===== src/core/temp_sensor_pkg.sv =====
package temp_sensor_pkg;

  // Register offsets on the local register port (byte addresses)
  localparam logic [7:0] CONFIG_OFFSET = 8'h00;
  localparam logic [7:0] CONTROL_STATUS_OFFSET = 8'h04;
  localparam logic [7:0] RESULT_OFFSET = 8'h08;
  localparam logic [7:0] IRQ_STATUS_OFFSET = 8'h0C;
  localparam logic [7:0] IRQ_MASK_OFFSET = 8'h10;

  // Configuration register fields
  localparam int SHUTDOWN_BIT = 7;
  localparam int ONE_SHOT_BIT = 2;

  // Control/status register fields
  localparam int RES_HI_BIT = 6;
  localparam int RES_LO_BIT = 5;
  localparam int DATA_AVAILABLE_BIT = 0;

  // Interrupt status and mask layout
  localparam int IRQ_WIDTH = 3;
  localparam int IRQ_CONV_DONE_BIT = 0;
  localparam int IRQ_LOCKUP_BIT = 1;
  localparam int IRQ_ADDR_HIT_BIT = 2;

  // Reset and special values of the result word
  localparam logic [15:0] RESULT_RESET = 16'h7FFC;
  localparam logic [15:0] RESULT_ONE_SHOT = 16'h8000;
  localparam logic [15:0] LOW_BITS_11 = 16'h001F;
  localparam logic [1:0] RES_RESET = 2'h0;

  // Slave address: fixed upper nibble, variant bit, pin-selected pair
  localparam logic [3:0] ADDR_PREFIX = 4'h9;
  localparam logic [1:0] PIN_FLOAT = 2'h0;
  localparam logic [1:0] PIN_GROUND = 2'h1;
  localparam logic [1:0] PIN_SUPPLY = 2'h2;

  // Timing
  localparam int CLK_MHZ = 50;
  localparam int LOCKUP_MIN_US = 15000;
  localparam int LOCKUP_MAX_US = 45000;
  localparam int LOCKUP_TIME_US = (LOCKUP_MIN_US + LOCKUP_MAX_US) / 2;
  localparam int LOCKUP_CYCLES = LOCKUP_TIME_US * CLK_MHZ;
  localparam int GLITCH_NS = 60;
  localparam int GLITCH_CYCLES = (GLITCH_NS * CLK_MHZ + 999) / 1000;
  localparam int CONV_BASE_CYCLES = 1000;

  typedef enum logic [2:0] {
    BUS_IDLE = 3'b000,
    BUS_ADDR = 3'b001,
    BUS_ACK_ADDR = 3'b010,
    BUS_WRITE = 3'b011,
    BUS_ACK_WRITE = 3'b100,
    BUS_READ = 3'b101,
    BUS_ACK_READ = 3'b110
  } bus_state_type;

endpackage : temp_sensor_pkg


===== src/core/conv_if.sv =====
`timescale 1ns/1ps
`default_nettype none
// Handshake between the conversion sequencer and the timing unit
interface conv_if;
  logic start;
  logic [1:0] res;
  logic busy;
  logic done;
  logic [15:0] value;
  modport ctl (output start, output res, input busy, input done,
               input value);
  modport cnv (input start, input res, output busy, output done,
               output value);
endinterface : conv_if
`default_nettype wire


===== src/core/temp_sensor_smbus_core.sv =====
// Our own choices: the address map and strobed register access.
`timescale 1ns/1ps
`default_nettype none
module temp_sensor_smbus_core
  import temp_sensor_pkg::*;
#(
  parameter int LOCKUP_LIMIT = LOCKUP_CYCLES,
  parameter int CONV_CYCLES = CONV_BASE_CYCLES,
  parameter bit ADDR_VARIANT = 1'b0
) (
  input wire logic clk_i,
  input wire logic reset_n_i,
  input wire logic scl_i,
  input wire logic sda_i,
  output logic sda_o,
  output logic sda_oe_o,
  input wire logic [1:0] addr_pin_i,
  input wire logic [15:0] sample_i,
  input wire logic [7:0] reg_addr_i,
  input wire logic [15:0] reg_wdata_i,
  input wire logic reg_write_i,
  input wire logic reg_read_i,
  output logic [15:0] reg_rdata_o,
  output logic irq_o
);

  conv_if conv ();

  logic scl_f, sda_f, scl_q, sda_q;
  logic [1:0] line_raw, line_flt;
  logic [1:0] pin_s1, pin_s2;
  logic shutdown, next_shutdown;
  logic [1:0] res, next_res;
  logic data_available_flag, next_dav;
  logic [15:0] result, next_result;
  logic one_shot_req, next_one_shot_req;
  logic in_one_shot, next_in_one_shot;
  logic os_running, next_os_running;
  logic start, next_start;
  logic [IRQ_WIDTH-1:0] irq_status, next_irq_status;
  logic [IRQ_WIDTH-1:0] irq_mask, next_irq_mask;
  logic [IRQ_WIDTH-1:0] events;
  logic [15:0] rdata, next_rdata;
  logic irq, next_irq;
  bus_state_type state, next_state;
  logic [3:0] bit_cnt, next_bit_cnt;
  logic [7:0] shreg, next_shreg;
  logic [15:0] tx_word, next_tx_word;
  logic byte_sel, next_byte_sel;
  logic rw, next_rw;
  logic nack, next_nack;
  logic drive, next_drive;
  logic [23:0] lockup_cnt, next_lockup_cnt;
  logic lockup;
  logic addr_hit;
  logic [6:0] own_addr;
  logic [1:0] addr_sel;
  logic [15:0] res_mask;
  logic [15:0] shown_result;
  logic scl_rise, scl_fall, start_cond, stop_cond;
  logic cfg_write, ctl_write;

  // Both bus lines pass a synchroniser and a glitch filter
  for (genvar i = 0; i < 2; i++) begin : g_filter
    line_filter #(
      .STABLE(GLITCH_CYCLES)
    ) u_filter (
      .clk_i(clk_i),
      .reset_n_i(reset_n_i),
      .line_i(line_raw[i]),
      .line_o(line_flt[i])
    );
  end
  // Index 0 carries the bus clock, index 1 the data line
  assign line_raw = {sda_i, scl_i};
  assign scl_f = line_flt[0];
  assign sda_f = line_flt[1];

  conv_unit #(
    .BASE_CYCLES(CONV_CYCLES)
  ) u_conv (
    .clk_i(clk_i),
    .reset_n_i(reset_n_i),
    .sample_i(sample_i),
    .conv(conv)
  );

  // Strap pin is a slow level; two flops are enough
  always_ff @(posedge clk_i) begin
    if (!reset_n_i) begin
      pin_s1 <= PIN_FLOAT;
      pin_s2 <= PIN_FLOAT;
      scl_q <= 1'b1;
      sda_q <= 1'b1;
    end else begin
      pin_s1 <= addr_pin_i;
      pin_s2 <= pin_s1;
      scl_q <= scl_f;
      sda_q <= sda_f;
    end
  end

  // Pin level picks one of three addresses inside the variant's group
  always_comb begin
    case (pin_s2)
      PIN_GROUND: addr_sel = 2'h1;
      PIN_SUPPLY: addr_sel = 2'h2;
      default: addr_sel = 2'h0;
    endcase
  end
  assign own_addr = {ADDR_PREFIX, ADDR_VARIANT, addr_sel};

  // Bus events from the filtered lines; the clock is only ever sampled
  assign scl_rise = scl_f && !scl_q;
  assign scl_fall = !scl_f && scl_q;
  assign start_cond = scl_f && scl_q && sda_q && !sda_f;
  assign stop_cond = scl_f && scl_q && !sda_q && sda_f;

  // Mask of the bits kept at the chosen resolution
  assign res_mask = ~(LOW_BITS_11 >> res);
  assign shown_result = result & res_mask;

  // Lockup watch: either line low too long, counted once per episode
  always_comb begin
    next_lockup_cnt = 24'h00_0000;
    lockup = 1'b0;
    if (!scl_f || !sda_f) begin
      next_lockup_cnt = lockup_cnt;
      if (lockup_cnt < 24'(LOCKUP_LIMIT)) begin
        next_lockup_cnt = lockup_cnt + 24'h00_0001;
      end
      lockup = (lockup_cnt == 24'(LOCKUP_LIMIT - 1));
    end
  end

  // Slave protocol; it drives data low only for ack and read zeros
  always_comb begin
    next_state = state;
    next_bit_cnt = bit_cnt;
    next_shreg = shreg;
    next_tx_word = tx_word;
    next_byte_sel = byte_sel;
    next_rw = rw;
    next_nack = nack;
    next_drive = drive;
    addr_hit = 1'b0;
    if (lockup) begin
      next_state = BUS_IDLE;
      next_drive = 1'b0;
    end else if (stop_cond) begin
      next_state = BUS_IDLE;
      next_drive = 1'b0;
    end else if (start_cond) begin
      // A repeated start restarts address reception from any state
      next_state = BUS_ADDR;
      next_bit_cnt = 4'h0;
      next_drive = 1'b0;
    end else begin
      case (state)
        BUS_IDLE: begin
          next_drive = 1'b0;
        end
        BUS_ADDR, BUS_WRITE: begin
          if (scl_rise) begin
            next_shreg = {shreg[6:0], sda_f};
            next_bit_cnt = bit_cnt + 4'h1;
          end else if (scl_fall && bit_cnt == 4'h8) begin
            if (state == BUS_WRITE) begin
              // Written bytes are acknowledged and discarded
              next_drive = 1'b1;
              next_state = BUS_ACK_WRITE;
            end else if (shreg[7:1] == own_addr) begin
              addr_hit = 1'b1;
              next_drive = 1'b1;
              next_rw = shreg[0];
              next_tx_word = shown_result;
              next_byte_sel = 1'b0;
              next_state = BUS_ACK_ADDR;
            end else begin
              next_state = BUS_IDLE;
            end
          end
        end
        BUS_ACK_ADDR, BUS_ACK_WRITE: begin
          if (scl_fall) begin
            next_bit_cnt = 4'h0;
            if (state == BUS_ACK_ADDR && rw) begin
              next_shreg = tx_word[15:8];
              next_drive = !tx_word[15];
              next_state = BUS_READ;
            end else begin
              next_drive = 1'b0;
              next_state = BUS_WRITE;
            end
          end
        end
        BUS_READ: begin
          if (scl_fall) begin
            next_bit_cnt = bit_cnt + 4'h1;
            if (bit_cnt == 4'h7) begin
              next_drive = 1'b0;
              next_state = BUS_ACK_READ;
            end else begin
              next_shreg = {shreg[6:0], 1'b0};
              next_drive = !shreg[6];
            end
          end
        end
        BUS_ACK_READ: begin
          if (scl_rise) begin
            next_nack = sda_f;
          end else if (scl_fall) begin
            next_bit_cnt = 4'h0;
            if (nack) begin
              next_state = BUS_IDLE;
            end else begin
              // Bytes alternate high then low of the latched word
              next_byte_sel = !byte_sel;
              next_shreg = byte_sel ? tx_word[15:8] : tx_word[7:0];
              next_drive = byte_sel ? !tx_word[15] : !tx_word[7];
              next_state = BUS_READ;
            end
          end
        end
        default: begin
          next_state = BUS_IDLE;
          next_drive = 1'b0;
        end
      endcase
    end
  end

  assign cfg_write = reg_write_i && reg_addr_i == CONFIG_OFFSET;
  assign ctl_write = reg_write_i && reg_addr_i == CONTROL_STATUS_OFFSET;

  // Conversion sequencing, one-shot state and software-written fields
  always_comb begin
    next_shutdown = shutdown;
    next_res = res;
    next_dav = data_available_flag;
    next_result = result;
    next_one_shot_req = one_shot_req;
    next_in_one_shot = in_one_shot;
    next_os_running = os_running;
    next_start = 1'b0;
    if (cfg_write) begin
      next_shutdown = reg_wdata_i[SHUTDOWN_BIT];
    end
    if (ctl_write) begin
      next_res = {reg_wdata_i[RES_HI_BIT], reg_wdata_i[RES_LO_BIT]};
    end
    // Start only from an idle unit so that no request is doubled
    if (!conv.busy && !start && !conv.done) begin
      if (!shutdown) begin
        next_start = 1'b1;
      end else if (one_shot_req) begin
        next_start = 1'b1;
        next_one_shot_req = 1'b0;
        next_os_running = 1'b1;
      end
    end
    if (conv.done) begin
      next_os_running = 1'b0;
      // A conversion left over from before shutdown may not end the
      // one-shot state, or 8000h would vanish too early
      if (!in_one_shot || os_running) begin
        next_result = conv.value;
        next_dav = 1'b1;
        next_in_one_shot = 1'b0;
      end
    end
    if (cfg_write && reg_wdata_i[ONE_SHOT_BIT] && shutdown) begin
      next_one_shot_req = 1'b1;
      next_in_one_shot = 1'b1;
      next_result = RESULT_ONE_SHOT;
      next_dav = 1'b0;
    end
  end

  assign conv.start = start;
  assign conv.res = res;

  // Sticky interrupt bits; a new event beats a clear in the same cycle
  assign events = {addr_hit, lockup, conv.done};
  always_comb begin
    next_irq_status = irq_status;
    next_irq_mask = irq_mask;
    if (reg_write_i && reg_addr_i == IRQ_STATUS_OFFSET) begin
      next_irq_status = irq_status & ~reg_wdata_i[IRQ_WIDTH-1:0];
    end
    if (reg_write_i && reg_addr_i == IRQ_MASK_OFFSET) begin
      next_irq_mask = reg_wdata_i[IRQ_WIDTH-1:0];
    end
    next_irq_status = next_irq_status | events;
    next_irq = |(next_irq_status & next_irq_mask);
  end

  // Read data stand for the one cycle after the strobe
  always_comb begin
    next_rdata = 16'h0000;
    if (reg_read_i) begin
      case (reg_addr_i)
        CONFIG_OFFSET: begin
          next_rdata[SHUTDOWN_BIT] = shutdown;
        end
        CONTROL_STATUS_OFFSET: begin
          next_rdata[RES_HI_BIT] = res[1];
          next_rdata[RES_LO_BIT] = res[0];
          next_rdata[DATA_AVAILABLE_BIT] = data_available_flag;
        end
        RESULT_OFFSET: next_rdata = shown_result;
        IRQ_STATUS_OFFSET: next_rdata[IRQ_WIDTH-1:0] = irq_status;
        IRQ_MASK_OFFSET: next_rdata[IRQ_WIDTH-1:0] = irq_mask;
        default: next_rdata = 16'h0000;
      endcase
    end
  end

  // The remaining state registers; each takes a fixed value at reset
  always_ff @(posedge clk_i) begin
    if (!reset_n_i) begin
      shutdown <= 1'b0;
      res <= RES_RESET;
      data_available_flag <= 1'b0;
      result <= RESULT_RESET;
      one_shot_req <= 1'b0;
      in_one_shot <= 1'b0;
      os_running <= 1'b0;
      start <= 1'b0;
      irq_status <= '0;
      irq_mask <= '0;
      rdata <= 16'h0000;
      irq <= 1'b0;
      state <= BUS_IDLE;
      bit_cnt <= 4'h0;
      shreg <= 8'h00;
      tx_word <= 16'h0000;
      byte_sel <= 1'b0;
      rw <= 1'b0;
      nack <= 1'b0;
      drive <= 1'b0;
      lockup_cnt <= 24'h00_0000;
      sda_o <= 1'b0;
    end else begin
      shutdown <= next_shutdown;
      res <= next_res;
      data_available_flag <= next_dav;
      result <= next_result;
      one_shot_req <= next_one_shot_req;
      in_one_shot <= next_in_one_shot;
      os_running <= next_os_running;
      start <= next_start;
      irq_status <= next_irq_status;
      irq_mask <= next_irq_mask;
      rdata <= next_rdata;
      irq <= next_irq;
      state <= next_state;
      bit_cnt <= next_bit_cnt;
      shreg <= next_shreg;
      tx_word <= next_tx_word;
      byte_sel <= next_byte_sel;
      rw <= next_rw;
      nack <= next_nack;
      drive <= next_drive;
      lockup_cnt <= next_lockup_cnt;
      sda_o <= 1'b0; // Open drain: only ever pulls low
    end
  end

  assign sda_oe_o = drive;
  assign reg_rdata_o = rdata;
  assign irq_o = irq;

endmodule : temp_sensor_smbus_core
`default_nettype wire


===== src/core/line_filter.sv =====
`timescale 1ns/1ps
`default_nettype none
module line_filter #(
  parameter int STABLE = 3
) (
  input wire logic clk_i,
  input wire logic reset_n_i,
  input wire logic line_i,
  output logic line_o
);
  logic sync1, sync2, level, next_level;
  logic [7:0] cnt, next_cnt;

  // A new level is taken only after it stays put for STABLE samples
  always_comb begin
    next_level = level;
    next_cnt = 8'h00;
    if (sync2 != level) begin
      next_cnt = cnt + 8'h01;
      if (cnt >= 8'(STABLE - 1)) begin
        next_level = sync2;
        next_cnt = 8'h00;
      end
    end
  end

  // Idle bus lines are high, so the filter starts high
  always_ff @(posedge clk_i) begin
    if (!reset_n_i) begin
      sync1 <= 1'b1;
      sync2 <= 1'b1;
      level <= 1'b1;
      cnt <= 8'h00;
    end else begin
      sync1 <= line_i;
      sync2 <= sync1;
      level <= next_level;
      cnt <= next_cnt;
    end
  end

  assign line_o = level;
endmodule : line_filter
`default_nettype wire


===== src/core/conv_unit.sv =====
`timescale 1ns/1ps
`default_nettype none
module conv_unit #(
  parameter int BASE_CYCLES = 1000
) (
  input wire logic clk_i,
  input wire logic reset_n_i,
  input wire logic [15:0] sample_i,
  conv_if.cnv conv
);
  logic busy, next_busy, done, next_done;
  logic [23:0] cnt, next_cnt;
  logic [15:0] value, next_value;

  // Each step up in resolution doubles the conversion time
  always_comb begin
    next_busy = busy;
    next_cnt = cnt;
    next_done = 1'b0;
    next_value = value;
    if (!busy && conv.start) begin
      next_busy = 1'b1;
      next_cnt = (24'(BASE_CYCLES) << conv.res) - 24'h00_0001;
    end else if (busy) begin
      if (cnt == 24'h00_0000) begin
        next_busy = 1'b0;
        next_done = 1'b1;
        next_value = sample_i;
      end else begin
        next_cnt = cnt - 24'h00_0001;
      end
    end
  end

  always_ff @(posedge clk_i) begin
    if (!reset_n_i) begin
      busy <= 1'b0;
      done <= 1'b0;
      cnt <= 24'h00_0000;
      value <= 16'h0000;
    end else begin
      busy <= next_busy;
      done <= next_done;
      cnt <= next_cnt;
      value <= next_value;
    end
  end

  assign conv.busy = busy;
  assign conv.done = done;
  assign conv.value = value;
endmodule : conv_unit
`default_nettype wire


===== config.mk =====
export PLATFORM = sky130hd
export DESIGN_NAME = temp_sensor_smbus_core
export DESIGN_NICKNAME = d
export VERILOG_FILES = /design/src/core/temp_sensor_pkg.sv /design/src/core/conv_if.sv /design/src/core/temp_sensor_smbus_core.sv /design/src/core/line_filter.sv /design/src/core/conv_unit.sv
export SDC_FILE = /design/constraint.sdc
export NUM_CORES = 1
export LEC_CHECK = 0
export BUFFER_PORTS_ARGS = -buffer_cell sky130_fd_sc_hd__buf_2
export CAP_MARGIN = 15
export CORE_MARGIN = 8
export CORE_UTILIZATION = 55
export DETAILED_ROUTE_END_ITERATION = 12
export PLACE_DENSITY = 0.74
export RECOVER_POWER = 50
export SYNTH_ARGS = -nofsm -noshare
export SYNTH_HDL_FRONTEND = slang
export SYNTH_SLANG_ARGS = --single-unit

===== constraint.sdc =====
create_clock -name clk_i -period 7.13 [get_ports clk_i]
set_input_delay 0 -clock clk_i [delete_from_list [all_inputs] [get_ports clk_i]]
set_output_delay 0 -clock clk_i [all_outputs]
set_load 0.03 [all_outputs]

==> key figures <==
Power and ir drop
  – Power Density: 256.5 nW/µm²
  – Peak supply drop: 0.2436 mV
  – Design Power: 2.333 mW
  – Leakage power: 3.349 nW

STA
  – Sum Neg Setup Slack: 0 ns
  – Minimum clock period: 2.954 ns
  – Final Cycle Share: 41.44%
  – Final slew viol count: 0
  – Final Hold Viols: 0
  – Worst setup margin: 4.176 ns
  – Slew headroom: 29.26%
  – Worst Tran Pin Value: 1.061 ns
  – Endpoints failing setup: 0
  – Fmax: 338.5 MHz
  – WHS: 0.04675 ns
  – RSZ-0062 raised after global routing: no
  – Clock Skews: 0.01018 ns

Yosys
  – Total number of yosys warnings: 0
  – Register area share after synthesis: 43.18%
  – Top cell type's share of synthesized area: 43.18%
  – Yosys top cell by area: dfxtp_1
  – Ranking of synthesized cells by area: dfxtp_1, a21oi_1, o21ai_0, nand2_1, mux2i_1
  – Post-synth top flop: dfxtp_1
  – Post-synth EDFFs: 0
  – Post-synthesis register bit count: 170
  – Post-synth design cell area: 7881 µm²
  – Ys async rst share: 0%
  – Mapped Cells: 936
  – Netlist cell types: 76
  – Most common cell in the synthesized netlist: dfxtp_1
  – Synthesized area per cell: 8.420 µm²
  – Most frequent cells after synthesis: dfxtp_1, nand2_1, a21oi_1

Critical path
  – Cells on worst reg2reg path: 5
  – Worst Path Required: 7.50 ns
  – CP max FO: 17
  – Kind of critical path: flip-flop to flip-flop
  – Critical R2R Launch: u_conv.cnt[0]
  – CP endpoint kind: flip-flop
  – Reg-to-reg critical path endpoint: u_conv.conv.value[10]
  – CP Launch Type: flip-flop
  – R2R setup slack: 4.18 ns
  – CP top delay family: simple AND/OR/NAND/NOR gates
  – Largest stage delay, worst path: 0.99 ns
  – Worst path bufs/invs: 0
  – Crit path cell chain: nor4_1, nand4_1, nor2_1, nand2_1, a21oi_1
  – Worst Path Arrival: 3.32 ns
  – Slowest cell on the critical path: nor2_1

Die
  – # IOs: 67
  – Core area: 13930 µm²
  – Placement row count: 43
  – Die X: 135.7 µm
  – Die height: 135.7 µm
  – Initial core utilization: 56.56%
  – Die area: 18420 µm²

Clocking
  – Reg clk slew, reported paths: 0.07 ns
  – Worst skew pair latency: 0.44 ns
  – CTS max path bufs: 2
  – CTS tree: yes
  – Post-CTS setup repair buffer count: 0
  – # clock sinks: 170
  – Root buffer cell: clkbuf_16
  – Max H-tree Level: 4
  – Post-CTS resize count: 0
  – Hold_buf cts: 32
  – Clock buffer count from CTS: 17

Final layout
  – Fraction of layout cells with a size suffix above 1: 8.867%
  – Area delta synth->final: 15.38%
  – NumNets Final: 1059
  – Diodes inserted: 0
  – Fin area: 9094 µm²

Placed design
  – Place WS: 4.226 ns
  – HPWL Detailed: 12.70 mm
  – Port bufs: 53
  – Placed Area: 8240 µm²
  – Final GP Congestion: 0.8876

Worst hold path
  – HP Start: reg_write_i
  – Worst Hold Path EP: irq_mask[1]
  – Type of the tightest min-delay check: primary input to flip-flop
  – Hold depth: 3

Routing
  – Router iterations before antenna repair: 7
  – DRT Wirelength: 19.51 mm
  – DRC: 0
  – Vias/cell: 6.004
  – DR iter-0 viols: 675
  – WL per Instance: 16.33 µm
  – DRT antenna net count: 0
  – Via count: 7175

Global route
  – Vias in the first global route: 6615
  – First-pass GRT wire length: 32.37 mm
  – Gr usage total: 21.47%
  – Initial antenna violation count: 0
  – Largest net degree at the start of global routing: 68
  – Grt total ovfl: 0

Run
  – Max-cap violations: 0

Outcome
  – Status: finished, final reports clean
registers in the layout, summed over array words and instances, names as in the netlist, 3 cells and up:
signal and flops:
lockup_cnt 24, u_conv.cnt 24, g_filter.u_filter.cnt 16, reg_rdata_o 16
result 14, tx_word 14, u_conv.conv.value 14, shreg 8
bit_cnt 4, irq_mask 3, irq_status 3, state 3
routing by layer:
layer | wire (µm) | up-vias | global-route usage (%) | part of all wire [%]
met1 | 9068 | 3364 | 28.07 | 46
met2 | 8992 | 211 | 33.89 | 46
met3 | 995 | 38 | 3.338 | 5.1
met5 | 0 | - | 0 | 0
li1 | - | 3562 | - | -
met4 | 457 | 0 | 10.24 | 2.3
stage by stage:
stage	cells	utilization, %
4_1_cts	1194	65.44
3_3_place_gp	1131	59.14
3_5_place_dp	1131	59.14
6_report	1195	65.26
2_1_floorplan	946	-
5_1_grt	1195	65.26
logic make-up (layout without fill, tap and decap cells):
kind of cell | Yosys count | after routing | synth area share, %
mux | 31 | 31 | 4.001
flops | 170 | 170 | 43.18
other cells | 1 | 11 | 0.04758
simple gates | 359 | 359 | 24.13
buf+inv | 82 | 151 | 4.096
compound gates | 277 | 277 | 22.38
fa+ha+maj | 8 | 8 | 1.270
xor+xnor | 8 | 8 | 0.8891
worst register-to-register path, cell delays in order (launching register included):
cell,delay [ns]
dfxtp_1,0.34
nor4_1,0.46
nand4_1,0.71
nor2_1,1.00
nand2_1,0.20
a21oi_1,0.17
layout by cell type (no fill, tap or decap), types with 10 or more instances in the layout:
cell           Yosys  layout
dlygate4sd3_1      0      32
or4_1             18      18
o31ai_1           18      18
nor2b_1           18      18
dfxtp_1          170     170
buf_2              8      33
a21oi_1           84      84
nor4_1            15      15
mux2i_1           27      27
clkbuf_16          0      17
nand3_1           43      43
o21ai_0           67      69
nand2_1           85      85
inv_1             27      26
nand4_1           15      15
and3_1            11      11
conb_1             1      11
nor2_1            62      62
nand2b_1          15      15
a211oi_1          10      10
and2_0             0      10
a31oi_1           15      15
clkbuf_1          43      22
nor3_1            16      16
area by class of cell:
class,instances,area (µm²)
clock buffers,18,439.2
clock inverters,13,118.9
fillers,1157,4841
inverters,27,101.3
multi-input cells,694,4193
flip-flops and latches,170,3403
well taps,180,225.2
repair buffers,93,613.1
how the worst max path moves through the flow:
stage / from / endpoint / slack, ns / cells after the start
after floorplan: u_conv.cnt[6] / u_conv.cnt[20] / 4.89 / 6
after global placement: u_conv.cnt[0] / u_conv.cnt[4] / 4.25 / 5
after detailed placement: u_conv.cnt[0] / u_conv.cnt[4] / 4.23 / 5
after CTS: u_conv.cnt[0] / u_conv.conv.value[9] / 4.20 / 5
after global routing: u_conv.cnt[0] / u_conv.conv.value[9] / 3.75 / 5
final: u_conv.cnt[0] / u_conv.conv.value[10] / 4.18 / 5
power breakdown:
| part | internal (mW) | switching, mW |
|---|---|---|
| sequential | 0.999 | 0.0494 |
| combinational | 0.158 | 0.252 |
| clock | 0.491 | 0.384 |
| total | 1.65 | 0.686 |
Note: power is estimated with default switching activity, not from simulation.
